## src/rtl/ext_area_pkg.sv

```systemverilog
// Shared constants and carrier types for the external area bus configuration registers.
package ext_area_pkg;

  // ----------------------------------------------------------------
  // Geometry
  // ----------------------------------------------------------------
  localparam int NUM_AREAS = 8;
  localparam int AREA_IDX_W = 3;
  localparam int WAIT_W = 3;
  localparam int WAIT_STRIDE = 4;
  localparam int AREAS_PER_WAIT_REG = 4;
  localparam int AXI_ADDR_W = 8;
  localparam int AXI_DATA_W = 32;

  // ----------------------------------------------------------------
  // Register offsets and reset values
  // ----------------------------------------------------------------
  localparam logic [AXI_ADDR_W-1:0] OFS_BUS_WIDTH = 8'h00;
  localparam logic [AXI_ADDR_W-1:0] OFS_ACCESS_STATE = 8'h04;
  localparam logic [AXI_ADDR_W-1:0] OFS_WAIT_7_TO_4 = 8'h08;
  localparam logic [AXI_ADDR_W-1:0] OFS_WAIT_3_TO_0 = 8'h0C;
  localparam logic [15:0] WIDTH_RESET_BOOT16 = 16'hFEFF;
  localparam logic [15:0] WIDTH_RESET_BOOT8 = 16'hFFFF;
  localparam logic [7:0] STATE_RESET = 8'hFF;
  localparam logic [WAIT_W-1:0] WAIT_RESET = 3'h7;
  localparam logic [WAIT_W-1:0] WAIT_NONE = 3'h0;
  localparam logic [1:0] RESP_OKAY = 2'h0;
  localparam logic [1:0] RESP_SLVERR = 2'h2;

  // ----------------------------------------------------------------
  // Carrier types
  // ----------------------------------------------------------------
  typedef struct packed {
    logic awvalid;
    logic [AXI_ADDR_W-1:0] awaddr;
    logic wvalid;
    logic [AXI_DATA_W-1:0] wdata;
    logic [3:0] wstrb;
    logic bready;
    logic arvalid;
    logic [AXI_ADDR_W-1:0] araddr;
    logic rready;
  } axil_req_type;

  typedef struct packed {
    logic awready;
    logic wready;
    logic bvalid;
    logic [1:0] bresp;
    logic arready;
    logic rvalid;
    logic [AXI_DATA_W-1:0] rdata;
    logic [1:0] rresp;
  } axil_rsp_type;

  typedef struct packed {
    logic bus_16bit;
    logic three_state;
    logic [WAIT_W-1:0] wait_count;
    logic setting_bad;
  } area_cfg_type;

endpackage : ext_area_pkg

```

## src/rtl/ext_area_bus_config_regs.sv

```systemverilog
// AXI4-Lite register bank that sets width, access states and wait counts per external area.
//
// Overview of operation
// RL1: High/low pair: 01 is 16-bit, 11 8-bit.
// RL2: Width register: high bits upper, low bits lower.
// RL3: Width reset value follows the boot bus width.
// RL4: Software never sets byte-control SRAM areas 8-bit.
// RL5: State bit 0: two states, no waits.
// RL6: State bit 1: three states, waits enabled.
// RL7: State bits upper byte; lower byte reads zero.
// RL8: Two wait registers, four 3-bit fields each.
// RL9: Wait field N inserts N waits when enabled.
// RL10: Eight areas, each with its own select.
// RL11: Addressed area parameters latch at access start.
`timescale 1ns/1ns
module ext_area_bus_config_regs (
  // Clock and reset
  input wire logic aclk,
  input wire logic aresetn,
  // Boot strap: high when the device starts on a 16-bit bus
  input wire logic boot_bus_16bit,
  // Register bus
  input wire ext_area_pkg::axil_req_type axil_req,
  output ext_area_pkg::axil_rsp_type axil_rsp,
  // External access sequencer
  input wire logic access_start,
  input wire logic access_end,
  input wire logic [ext_area_pkg::AREA_IDX_W-1:0] access_area,
  output ext_area_pkg::area_cfg_type cur_cfg,
  output logic [ext_area_pkg::NUM_AREAS-1:0] area_select_out
);
  import ext_area_pkg::*;

  // ----------------------------------------------------------------
  // State
  // ----------------------------------------------------------------
  typedef struct packed {
    logic [NUM_AREAS-1:0] width_high_bit;
    logic [NUM_AREAS-1:0] width_low_bit;
    logic [NUM_AREAS-1:0] three_state_select;
    logic [NUM_AREAS-1:0][WAIT_W-1:0] program_wait_count;
    logic bvalid;
    logic [1:0] bresp;
    logic rvalid;
    logic [1:0] rresp;
    logic [AXI_DATA_W-1:0] rdata;
  } regs_state_type;

  regs_state_type state;
  regs_state_type next_state;
  logic wr_go;
  logic rd_go;
  area_cfg_type [NUM_AREAS-1:0] area_cfg;

  // Both write channels are taken in one edge; a master holding both valids is never stalled forever.
  assign wr_go = axil_req.awvalid && axil_req.wvalid && !state.bvalid;
  assign rd_go = axil_req.arvalid && !state.rvalid;

  // ----------------------------------------------------------------
  // Register behaviour
  // ----------------------------------------------------------------
  always_comb begin
    logic [AXI_DATA_W-1:0] word;
    word = '0;
    next_state = state;
    if (state.bvalid && axil_req.bready) begin
      next_state.bvalid = 1'b0;
    end
    if (state.rvalid && axil_req.rready) begin
      next_state.rvalid = 1'b0;
    end
    if (wr_go) begin
      next_state.bvalid = 1'b1;
      next_state.bresp = RESP_OKAY;
      case ({axil_req.awaddr[AXI_ADDR_W-1:2], 2'b00})
        OFS_BUS_WIDTH: begin
          if (axil_req.wstrb[0]) begin
            next_state.width_low_bit = axil_req.wdata[7:0]; // RL2
          end
          if (axil_req.wstrb[1]) begin
            next_state.width_high_bit = axil_req.wdata[15:8]; // RL2
          end
        end
        OFS_ACCESS_STATE: begin
          // Lower byte has no storage, so writes to it vanish.
          if (axil_req.wstrb[1]) begin
            next_state.three_state_select = axil_req.wdata[15:8]; // RL7
          end
        end
        OFS_WAIT_7_TO_4: begin
          for (int i = 0; i < AREAS_PER_WAIT_REG; i++) begin
            if (axil_req.wstrb[i/2]) begin
              next_state.program_wait_count[AREAS_PER_WAIT_REG+i] = axil_req.wdata[WAIT_STRIDE*i +: WAIT_W]; // RL8
            end
          end
        end
        OFS_WAIT_3_TO_0: begin
          for (int i = 0; i < AREAS_PER_WAIT_REG; i++) begin
            if (axil_req.wstrb[i/2]) begin
              next_state.program_wait_count[i] = axil_req.wdata[WAIT_STRIDE*i +: WAIT_W]; // RL8
            end
          end
        end
        default: begin
          next_state.bresp = RESP_SLVERR;
        end
      endcase
    end
    if (rd_go) begin
      next_state.rvalid = 1'b1;
      next_state.rresp = RESP_OKAY;
      case ({axil_req.araddr[AXI_ADDR_W-1:2], 2'b00})
        OFS_BUS_WIDTH: begin
          word[15:0] = {state.width_high_bit, state.width_low_bit}; // RL2
        end
        OFS_ACCESS_STATE: begin
          word[15:8] = state.three_state_select; // RL7
        end
        OFS_WAIT_7_TO_4: begin
          for (int i = 0; i < AREAS_PER_WAIT_REG; i++) begin
            word[WAIT_STRIDE*i +: WAIT_W] = state.program_wait_count[AREAS_PER_WAIT_REG+i]; // RL8
          end
        end
        OFS_WAIT_3_TO_0: begin
          for (int i = 0; i < AREAS_PER_WAIT_REG; i++) begin
            word[WAIT_STRIDE*i +: WAIT_W] = state.program_wait_count[i]; // RL8
          end
        end
        default: begin
          next_state.rresp = RESP_SLVERR;
        end
      endcase
      next_state.rdata = word;
    end
    if (!aresetn) begin
      next_state = '0;
      // The reset is synchronous, so sampling the strap here is a clocked capture.
      {next_state.width_high_bit, next_state.width_low_bit} =
        boot_bus_16bit ? WIDTH_RESET_BOOT16 : WIDTH_RESET_BOOT8; // RL3
      next_state.three_state_select = STATE_RESET;
      for (int i = 0; i < NUM_AREAS; i++) begin
        next_state.program_wait_count[i] = WAIT_RESET;
      end
    end
  end

  always_ff @(posedge aclk) begin
    state <= next_state;
  end

  assign axil_rsp.awready = wr_go;
  assign axil_rsp.wready = wr_go;
  assign axil_rsp.bvalid = state.bvalid;
  assign axil_rsp.bresp = state.bresp;
  assign axil_rsp.arready = rd_go;
  assign axil_rsp.rvalid = state.rvalid;
  assign axil_rsp.rdata = state.rdata;
  assign axil_rsp.rresp = state.rresp;

  // ----------------------------------------------------------------
  // Per-area decode
  // ----------------------------------------------------------------
  for (genvar n = 0; n < NUM_AREAS; n++) begin : g_area
    // A cleared low bit is prohibited; it is flagged and treated as 8-bit.
    assign area_cfg[n].bus_16bit = state.width_low_bit[n] && !state.width_high_bit[n]; // RL1
    assign area_cfg[n].setting_bad = !state.width_low_bit[n]; // RL1
    assign area_cfg[n].three_state = state.three_state_select[n]; // RL6
    assign area_cfg[n].wait_count = state.three_state_select[n] ? state.program_wait_count[n] : WAIT_NONE; // RL5 RL9
  end

  ext_area_access_select u_select (
    .aclk(aclk),
    .aresetn(aresetn),
    .access_start(access_start),
    .access_end(access_end),
    .access_area(access_area),
    .area_cfg(area_cfg),
    .cur_cfg(cur_cfg),
    .area_select_out(area_select_out)
  );
endmodule : ext_area_bus_config_regs

```

## src/rtl/ext_area_access_select.sv

```systemverilog
// Latches the parameters of the addressed area at the start of each external access.
`timescale 1ns/1ns
module ext_area_access_select (
  // Clock and reset
  input wire logic aclk,
  input wire logic aresetn,
  // Sequencer side
  input wire logic access_start,
  input wire logic access_end,
  input wire logic [ext_area_pkg::AREA_IDX_W-1:0] access_area,
  input wire ext_area_pkg::area_cfg_type [ext_area_pkg::NUM_AREAS-1:0] area_cfg,
  output ext_area_pkg::area_cfg_type cur_cfg,
  output logic [ext_area_pkg::NUM_AREAS-1:0] area_select_out
);
  import ext_area_pkg::*;

  typedef struct packed {
    area_cfg_type cfg;
    logic [NUM_AREAS-1:0] select;
  } sel_state_type;

  sel_state_type state;
  sel_state_type next_state;

  always_comb begin
    next_state = state;
    if (access_end) begin
      next_state.select = '0;
    end
    if (access_start) begin
      // Parameters are sampled only here, so a write mid-access waits for the next one.
      next_state.cfg = area_cfg[access_area]; // RL11
      next_state.select = '0;
      next_state.select[access_area] = 1'b1; // RL10
    end
    if (!aresetn) begin
      next_state = '0;
    end
  end

  always_ff @(posedge aclk) begin
    state <= next_state;
  end

  assign cur_cfg = state.cfg;
  assign area_select_out = state.select;

endmodule : ext_area_access_select

```

## config.mk

```make
export PLATFORM = sky130hd
export DESIGN_NAME = ext_area_bus_config_regs
export DESIGN_NICKNAME = d
export VERILOG_FILES = /design/src/rtl/ext_area_pkg.sv /design/src/rtl/ext_area_bus_config_regs.sv /design/src/rtl/ext_area_access_select.sv
export SDC_FILE = /design/constraint.sdc
export NUM_CORES = 1
export LEC_CHECK = 0
export BUFFER_PORTS_ARGS = -buffer_cell sky130_fd_sc_hd__buf_2
export CORE_MARGIN = 2
export CORE_UTILIZATION = 30
export DETAILED_ROUTE_END_ITERATION = 16
export GPL_ROUTABILITY_DRIVEN = 0
export GPL_TIMING_DRIVEN = 0
export MAX_ROUTING_LAYER = met4
export PLACE_DENSITY = 0.5
export SLEW_MARGIN = 5
export SYNTH_ARGS = -nofsm -noshare
export SYNTH_HDL_FRONTEND = slang
export SYNTH_SLANG_ARGS = --single-unit
export TNS_END_PERCENT = 20
```

## constraint.sdc

```tcl
create_clock -name aclk -period 2.55 [get_ports aclk]
set_clock_uncertainty 0.2 [all_clocks]
set_input_delay 0.255 -clock aclk [delete_from_list [all_inputs] [get_ports aclk]]
set_output_delay 0.255 -clock aclk [all_outputs]
set_load 0.005 [all_outputs]
```

==> results.md, run 1 <==
- Largest net degree at the start of global routing: 15
- Seq cells post-synth: 82
- Critical path launch point type: register
- Hold Slack: 0.0331 ns
- Cells after Synth: 443
- Setup TNS: 0 ns
- Yosys cell types: 48
- Synthesized area per cell: 9.59 µm²
- Synth top area share: 31.1%
- Clock sinks: 82
- Largest family of logic cells by synthesized area: simple AND/OR/NAND/NOR gates
- H-tree depth: 3
- Capturing element type of the critical path: register
- Vias in the first global route: 3324
- Die Height: 123 µm
- Final non-filler cell total: 750
- Top-count cell post-synth: nand2_1
- WL/cell: 17.1 µm
- Die Area: 15100 µm²
- Leakage power: 2.45 nW
- Tot Pwr: 0.00325 W
- Placed cells: 716
- Worst EP arrival: 2.10 ns
- Multiplexer share of the synthesized area: 14.7%
- Share of cells above drive strength 1: 29.3%
- Final core utilization: 39.3%
- FP Rows: 43
- Max-slew headroom: 48.2%
- Clk_lat worst skew: 0.35 ns
- TritonCTS clock tree: yes
- Critical path type: register to register
- Pins over their slew limit: 0
- Area growth syn-to-layout: 28.4%
- Vias per cell: 4.89
- I/O pins: 120
- EDFF count, synth: 16
- Data required, critical path: 2.33 ns
- CTS buffer count: 9
- Vias: 3664
- Result of the run: complete, no violations
- Top cells by area, synth: dfxtp_1 (31%), edfxtp_1 (11%), mux2i_1 (7.8%)
- Core footprint: 13900 µm²
- Synth cell count leaders: nand2_1 (82), dfxtp_1 (66), buf_4 (43)
- Post-route DRC: 0
- Nets: 630
- Worst path max stage delay: 0.48 ns
- Number of post-CTS setup repair buffers: 0
- Worst Hold Class: input port to register
- Yosys Warn Count: 0
- Overall global routing resource usage: 17.8%
- Starting Density: 30.6%
- DRT iter0 DRCs: 333
- XOR/XNOR share of the synthesized area: 0%
- Sequential element share of the synthesized area: 42.4%
- Worst Tran Pin Value: 0.757 ns
- Number of I/O port buffers: 75
- # setup viols final: 0
- Cell Area, Synth: 4250 µm²
- Critical path's slowest cell: o21ai_2
- Max FO, Critical Path: 10
- Initial antenna violation count: 0
- Detail Route Antenna Nets: 0
- Pre-Repair DR Iteration Count: 5
- Crit path time final: 2.31 ns
- Fin crit share: 90.7%
- Ys async rst share: 0%
- Synth Flop Type: dfxtp_1
- Total Wirelength: 12.8 mm
- Critical path, cell by cell: nand3b_1 -> clkinv_1 -> clkbuf_1 -> nand3_1 -> o21ai_2
- Post-synth top area cell: dfxtp_1
- Max Cap Viol: 0
- Simple logic cell fraction of the synthesized area: 20.1%
- Synth Area in Compound Gates: 11.6%
- Clk slew on worst S/H paths: 0.06 ns
- # diodes: 0
- Global-route wire length before repair: 19.0 mm
- Peak Freq: 433 MHz
- DP Wirelength: 9.60 mm
- RSZ-0062 raised after global routing: false
- Max Root-Sink Buffers: 2
- Grt ovf: 0
- Hold Fails Final Rpt: 0
- PwrDens: 595 nW/µm²
- Peak VDD IR: 271 µV
- Die X-Extent: 123 µm
- CTS root buf: clkbuf_16
- Adder-cell share of the synthesized area: 0%
path summary, 6_finish.rpt:
check	startpoint	endpoint	slack [ns]	cells after the start
worst max register to register	axil_rsp[38]$_SDFFE_PN0P_	state[70]$_SDFFCE_PN1P_	0.24	5
worst max-delay path	axil_rsp[38]$_SDFFE_PN0P_	state[70]$_SDFFCE_PN1P_	0.24	5
worst min register to register	axil_rsp[38]$_SDFFE_PN0P_	axil_rsp[38]$_SDFFE_PN0P_	0.30	2
worst min-delay path	axil_req[47]	axil_rsp[38]$_SDFFE_PN0P_	0.03	3
placed cells by master, fill, tap and decap left out, types with 6 or more instances in the layout:
| cell type | count |
|---|---|
| dlygate4sd3_1 | 19 |
| buf_4 | 44 |
| nor2_1 | 6 |
| mux4_2 | 8 |
| edfxtp_1 | 16 |
| nand2b_1 | 11 |
| mux2i_1 | 33 |
| mux2_2 | 10 |
| o21ai_0 | 16 |
| nand2_1 | 82 |
| dfxtp_1 | 66 |
| clkbuf_16 | 9 |
| nor3b_1 | 9 |
| a22oi_1 | 13 |
| and2_1 | 11 |
| inv_1 | 6 |
| conb_1 | 18 |
| nor2b_1 | 16 |
| nand3_1 | 9 |
| buf_2 | 82 |
| clkbuf_1 | 18 |
cell type report:
class                      instances  area [µm²]
tap                              180         225
inverter                           7        26.3
buffer                            69         444
sequential                        82        1800
clock inverter                     6         115
fill                            1427        8430
multi-input combinational        301        2040
clock buffer                      10         229
timing repair buffer              95         573
registers in the layout, summed over array words and instances (netlist names):
signal,flops
u_select.area_select_out,8
area_cfg,8
axil_rsp,20
u_select.cur_cfg,6
state,40
metal layers:
layer / routed length [µm] / track usage [%]
met4: 271 / 5.61
met5: 0 / -
met3: 990 / 4.47
met2: 5630 / 25.9
met1: 5910 / 24.2
critical path, delay by kind of cell, from the launching register on:
family | cells | cell delay [ns]
AOI/OAI and AO/OA | 1 | 0.48
buffers and inverters | 2 | 0.57
and+or+nand+nor | 2 | 0.38
DFF | 1 | 0.32
logic make-up (layout without fill, tap and decap cells):
| group | Yosys count | after routing |
|---|---|---|
| simple gates | 162 | 162 |
| mux | 51 | 51 |
| compound gates | 70 | 70 |
| buf+inv | 77 | 187 |
| flops | 82 | 82 |
| other cells | 1 | 18 |
metrics by stage:
step,area [µm²],setup slack [ns]
floorplan,4310,0.304
global placement,4910,-0.595
detailed placement,4920,-0.355
CTS,5460,0.130
global route,5460,0.0404
finish,5460,0.238
power by group:
group	switching, W	total, W	internal [W]
Clock	0.000549	0.00151	0.000960
Sequential	0.0000248	0.00138	0.00136
Combinational	0.000193	0.000354	0.000161
Total	0.000766	0.00325	0.00248
what timing repair did:
action / in CTS / in global routing
setup endpoints to repair: 8 / 1
endpoints found under the hold margin: 36 / 0
gates resized for setup: 2 / 0
pin swaps: 0 / 0
hold buffers: 19 / 0
Power figures use the tool's default switching activity.
==> run 2, diff against run 1 <==
- CTS_CLUSTER_SIZE: not set -> 25
- REMOVE_ABC_BUFFERS: not set -> 1
==> results.md, run 2 (synthesized netlist as in run 1, its figures left out) <==
- Area growth syn-to-layout: 16.9%
- Capturing element type of the critical path: register
- H-tree depth: 3 (unchanged)
- Biggest register: state
- Design area: 4970 µm² (-8.9%)
- Worst Hold Class: input port to register
- Leakage power: 2.15 nW (-12%)
- Starting Density: 30.6% (unchanged)
- WL/cell: 16.5 µm (-3.5%)
- DP Wirelength: 8.04 mm (-16%)
- I/O pins: 120 (unchanged)
- Placed cell area: 4490 µm² (-8.8%)
- Result of the run: complete, no violations
- Worst Hold End: state[78]$_DFFE_PP_
- Max FO, Critical Path: 26 (+16)
- Critical path launch point type: register
- RSZ-0062 raised after global routing: false
- Clk_lat worst skew: 0.34 ns (about the same)
- Core footprint: 13900 µm² (unchanged)
- Crit path time final: 2.36 ns (+0.0516 ns)
- # diodes: 0 (unchanged)
- Peak VDD IR: 263 µV (-2.9%)
- CTS buffer count: 9 (unchanged)
- Worst EP arrival: 2.12 ns (+0.02 ns)
- Pre-Repair DR Iteration Count: 4 (-1)
- Pins over their slew limit: 0 (unchanged)
- Total Wirelength: 11.3 mm (-12%)
- Detail Route Antenna Nets: 0 (unchanged)
- Final core utilization: 35.8% (-3.5 points)
- Overall global routing resource usage: 15.6% (-2.2 points)
- Post-route DRC: 0 (unchanged)
- Vias in the first global route: 3190 (-4.0%)
- CTS root buf: clkbuf_16
- Max Cap Viol: 0 (unchanged)
- Commonest non-fill, non-tap cell in the layout: nand2_1
- Most frequent cells in the layout: nand2_1 (82), buf_2 (78), dfxtp_1 (66)
- Reg-to-Reg Start: axil_rsp[38]$_SDFFE_PN0P_
- Worst Tran Pin Value: 0.909 ns (+0.152 ns)
- Global-route wire length before repair: 17.3 mm (-9.0%)
- R2R Setup Slk: 0.19 ns (-0.05 ns)
- Clk slew on worst S/H paths: 0.06 ns (about the same)
- Vias per cell: 4.93 (+0.94%)
- Peak Freq: 423 MHz (-2.2%)
- Critical path type: register to register
- Worst r2r dst: state[73]$_SDFFCE_PN1P_
- Hold path start: boot_bus_16bit
- Hold Fails Final Rpt: 0 (unchanged)
- Number of flip-flops in the largest register: 40 (unchanged)
- Share of cells above drive strength 1: 23.4% (-5.9 points)
- DRT iter0 DRCs: 232 (-30%)
- Fin crit share: 92.7% (+2.0 points)
- Worst R2R Path Depth: 4 (-1)
- Grt ovf: 0 (unchanged)
- Clock sinks: 82 (unchanged)
- Worst setup path start: axil_rsp[38]$_SDFFE_PN0P_
- PwrDens: 590 nW/µm² (-0.78%)
- Hold Path Stages: 2 (-1)
- TritonCTS clock tree: yes
- Initial antenna violation count: 0 (unchanged)
- Die Height: 123 µm (unchanged)
- Nets: 564 (-10%)
- Largest net degree at the start of global routing: 86 (+71)
- Die X-Extent: 123 µm (unchanged)
- Data required, critical path: 2.31 ns (-0.02 ns)
- Number of I/O port buffers: 79 (+5.3%)
- Vias: 3373 (-7.9%)
- Die Area: 15100 µm² (unchanged)
- Max-slew headroom: 39.0% (-9.2 points)
- Max Root-Sink Buffers: 2 (unchanged)
- # setup viols final: 0 (unchanged)
- FP Rows: 43 (unchanged)
==> run 2: layer usage <==
layer	GRT usage, %	share of wire, %
met1	20.5	47
met3	3.69	5.3
met5	-	0
met2	23.4	46
met4	5.82	2.2
==> run 2: worst max path at each step <==
stage,end,slack [ns],cells past startpoint
6_report,state[73]$_SDFFCE_PN1P_,0.19,4
5_1_grt,state[71]$_SDFFCE_PN1P_,0.04,4
4_1_cts,axil_rsp[17]$_SDFFE_PN0P_,0.12,6
3_5_place_dp,state[77]$_SDFFCE_PN1P_,-0.14,2
3_3_place_gp,state[80]$_SDFFCE_PN1P_,-0.43,2
2_1_floorplan,state[70]$_SDFFCE_PN1P_,0.35,4
==> run 2: critical path: stages (launching register included) <==
cell	delay (ns)
dfxtp_1	0.32
nand3b_1	0.20
clkinv_2	0.34
nand3_1	0.17
o21ai_1	0.75
==> run 2: power by group <==
part / internal [W] / total, W / switching, W
Clock: 0.000746 / 0.00126 / 0.000513
Sequential: 0.00136 / 0.00138 / 0.0000241
Combinational: 0.000124 / 0.000290 / 0.000167
Total: 0.00223 / 0.00293 / 0.000704
==> run 2: what timing repair did <==
action                                  CTS  global route
endpoints found under the hold margin    33             0
gates resized for setup                   1             1
hold buffers                             19             0
endpoints found under the setup margin   16             8
pin swaps                                 0             0
buffers inserted                          0             0
==> run 2: metrics by stage <==
| step | hold WS (ns) | std cells | TNS (ns) | power, W | setup WS, ns |
|---|---|---|---|---|---|
| 3_3_place_gp | 0.279 | 649 | -6.84 | 0.00168 | -0.431 |
| 6_report | 0.0503 | 684 | 0 | 0.00293 | 0.187 |
| 2_1_floorplan | 0.117 | 390 | 0 | 0.00152 | 0.354 |
| 3_5_place_dp | 0.289 | 649 | -2.08 | 0.00168 | -0.142 |
| 5_1_grt | 0.0438 | 684 | 0 | 0.00305 | 0.0440 |
| 4_1_cts | 0.0455 | 684 | 0 | 0.00297 | 0.119 |
==> run 2: layout make-up <==
class                           count  area (µm²)
Multi-Input combinational cell    301        2040
Tap cell                          180         225
Inverter                            7        27.5
Clock inverter                      7        60.1
Sequential cell                    82        1800
Timing Repair Buffer               98         588
Fill cell                        1430        8910
Clock buffer                        9         225
==> run 3, diff against run 2 <==
- PLACE_DENSITY: 0.5 -> not set
- PLACE_DENSITY_LB_ADDON: not set -> 0.12
==> results.md, run 3 (synthesized netlist as in run 1, its figures left out) <==
- WL/cell: 17.3 µm (+5.2%)
- Largest net degree at the start of global routing: 86 (unchanged)
- Register area: 1800 µm² (unchanged)
- Hold path start: boot_bus_16bit
- Max-slew headroom: 43.5% (+4.5 points)
- Cell Int Power: 0.00224 W (+0.47%)
- Initial antenna violation count: 0 (unchanged)
- Worst Hold End: state[78]$_DFFE_PP_
- Clk slew on worst S/H paths: 0.06 ns (about the same)
- Clk_lat worst skew: 0.35 ns (about the same)
- Seq pwr share: 46.7% (-0.5 points)
- Design area: 4980 µm² (+0.20%)
- Placed cell area: 4500 µm² (+0.22%)
- Worst Tran Pin Value: 0.842 ns (-0.0672 ns)
- Grt ovf: 0 (unchanged)
- DRT iter0 DRCs: 169 (-27%)
- Area growth syn-to-layout: 17.1%
- Worst R2R Path Depth: 4 (unchanged)
- R2R Setup Slk: 0.24 ns (+0.05 ns)
- Reg-to-Reg Start: axil_rsp[38]$_SDFFE_PN0P_
- Combinational power share: 9.8% (about the same)
- Most frequent cells in the layout: nand2_1 (82), buf_2 (78), dfxtp_1 (66)
- Max Cap Viol: 0 (unchanged)
- Clock sinks: 82 (unchanged)
- Capturing element type of the critical path: register
- Net Sw Frac: 24.5% (+0.52 points)
- Pre-CTS setup slack: -0.0475 ns (+0.0946 ns)
- Global-route wire length before repair: 18.7 mm (+7.9%)
- Vias per cell: 4.87 (-1.3%)
- Critical path, cell by cell: nand3b_1 -> clkinv_2 -> nand3_1 -> o21ai_1
- Clock group share of total power: 43.5% (+0.6 points)
- FP Rows: 43 (unchanged)
- Net Switching: 0.000727 W (+3.4%)
- Die Height: 123 µm (unchanged)
- Number of I/O port buffers: 79 (unchanged)
- Pre-Repair DR Iteration Count: 5 (+1)
- Critical path's slowest cell: o21ai_1
- Crit path time final: 2.31 ns (-0.0510 ns)
- Critical path type: register to register
- Nets: 565 (+0.18%)
- Hold Fails Final Rpt: 0 (unchanged)
- Max Root-Sink Buffers: 2 (unchanged)
- Result of the run: complete, no violations
- PwrDens: 596 nW/µm² (+0.96%)
- RSZ-0062 raised after global routing: false
- Starting Density: 30.6% (unchanged)
- Multi-input logic area: 2040 µm² (unchanged)
- Number of post-CTS setup repair buffers: 0 (unchanged)
- CTS buffer count: 9 (unchanged)
- Data required, critical path: 2.32 ns (about the same)
- Leakage power: 2.15 nW (about the same)
- FILL cells: 1441 (+0.77%)
- TritonCTS clock tree: yes
- Die X-Extent: 123 µm (unchanged)
- # diodes: 0 (unchanged)
- H-tree depth: 3 (unchanged)
- Pins over their slew limit: 0 (unchanged)
- Critical path launch point type: register
- # setup viols final: 0 (unchanged)
- Max FO, Critical Path: 26 (unchanged)
- Peak VDD IR: 291 µV (+11%)
- Peak Freq: 432 MHz (+2.2%)
- Core footprint: 13900 µm² (unchanged)
- Overall global routing resource usage: 17.2% (+1.6 points)
- Commonest non-fill, non-tap cell in the layout: nand2_1
- Worst EP arrival: 2.08 ns (-0.04 ns)
- Total Wirelength: 11.9 mm (+5.3%)
- Vias in the first global route: 3208 (+0.56%)
- Setup ws final: 0.238 ns (+0.0510 ns)
- Share of cells above drive strength 1: 23.6% (+0.15 points)
- DP Wirelength: 8.29 mm (+3.2%)
- Worst Hold Class: input port to register
- Number of flip-flops in the largest register: 40 (unchanged)
- I/O pins: 120 (unchanged)
- Hold Path Stages: 2 (unchanged)
- Vias: 3333 (-1.2%)
- Worst path max stage delay: 0.70 ns (-0.05 ns)
- Die Area: 15100 µm² (unchanged)
- Fin crit share: 90.7% (-2.0 points)
- Detail Route Antenna Nets: 0 (unchanged)
- Worst r2r dst: state[84]$_SDFFCE_PN1P_
- Biggest register: state
- Post-route DRC: 0 (unchanged)
- CTS root buf: clkbuf_16
## run 3: cell types whose count changed in the layout (fill, tap and decap cells not counted), sizes merged
cell / before / now
clkinv: 6 / 3
clkbuf: 9 / 11
buf: 79 / 80
clkinvlp: 1 / 2
## run 3: layer usage
metal  routed length (µm)  global-route usage, %  up-vias
li1                     -                      -     1633
met1                 5780                   23.6     1601
met2                 5430                   25.5       92
met3                  536                   4.66        7
met4                  119                   3.84        0
met5                    0                      -        -
## run 3: power groups by stage
stage          Combinational (W)  Sequential (W)  Clock [W]
6_report                0.000292         0.00139    0.00129
5_1_grt                 0.000329         0.00139    0.00139
4_1_cts                 0.000297         0.00138    0.00134
3_5_place_dp            0.000273         0.00141          0
3_3_place_gp            0.000269         0.00141          0
2_1_floorplan           0.000121         0.00140          0
## run 3: stage by stage
step | total power [W] | hold slack [ns] | std cells | utilization [%] | setup TNS (ns)
floorplan | 0.00152 | 0.117 | 390 | - | 0
global placement | 0.00168 | 0.277 | 649 | 32.3 | -8.52
detailed placement | 0.00169 | 0.287 | 650 | 32.4 | -0.378
CTS | 0.00302 | 0.0267 | 685 | 35.8 | 0
global route | 0.00311 | 0.0621 | 685 | 35.9 | 0
finish | 0.00297 | 0.0456 | 685 | 35.9 | 0
## run 3: worst max path at each step
stage                     depth (start not counted)  slack [ns]                 startpoint                 endpoint
after floorplan                                   4        0.35  axil_rsp[38]$_SDFFE_PN0P_  state[70]$_SDFFCE_PN1P_
after global placement                            2       -0.55                    aresetn  state[77]$_SDFFCE_PN1P_
after detailed placement                          4       -0.05  axil_rsp[38]$_SDFFE_PN0P_  state[85]$_SDFFCE_PN1P_
after CTS                                         4        0.14  axil_rsp[38]$_SDFFE_PN0P_  state[82]$_SDFFCE_PN1P_
after global routing                              4        0.01  axil_rsp[38]$_SDFFE_PN0P_  state[79]$_SDFFCE_PN1P_
final                                             4        0.24  axil_rsp[38]$_SDFFE_PN0P_  state[84]$_SDFFCE_PN1P_
## run 3: worst max-delay path: cells and delay by family, from the launching register on
| kind | cells | cell delay [ns] |
|---|---|---|
| AO/OA/AOI/OAI | 1 | 0.70 |
| AND/OR/NAND/NOR | 2 | 0.35 |
| flip-flops | 1 | 0.32 |
| buffers and inverters | 1 | 0.35 |
## run 3: cell type report
cell class              instances  area share (%)
flip-flops and latches         82            36.2
inverters                       7           0.553
clock inverters                 5            1.11
well taps                     180            4.52
repair buffers                 99            12.0
clock buffers                  11            4.68
multi-input cells             301            41.0
## run 3: timing repair
| action | in CTS | in global routing |
|---|---|---|
| hold buffers | 19 | 0 |
| gates cloned | 0 | 0 |
| resized for setup | 1 | 1 |
| setup endpoints to repair | 8 | 5 |
| hold endpoints to repair | 38 | 0 |
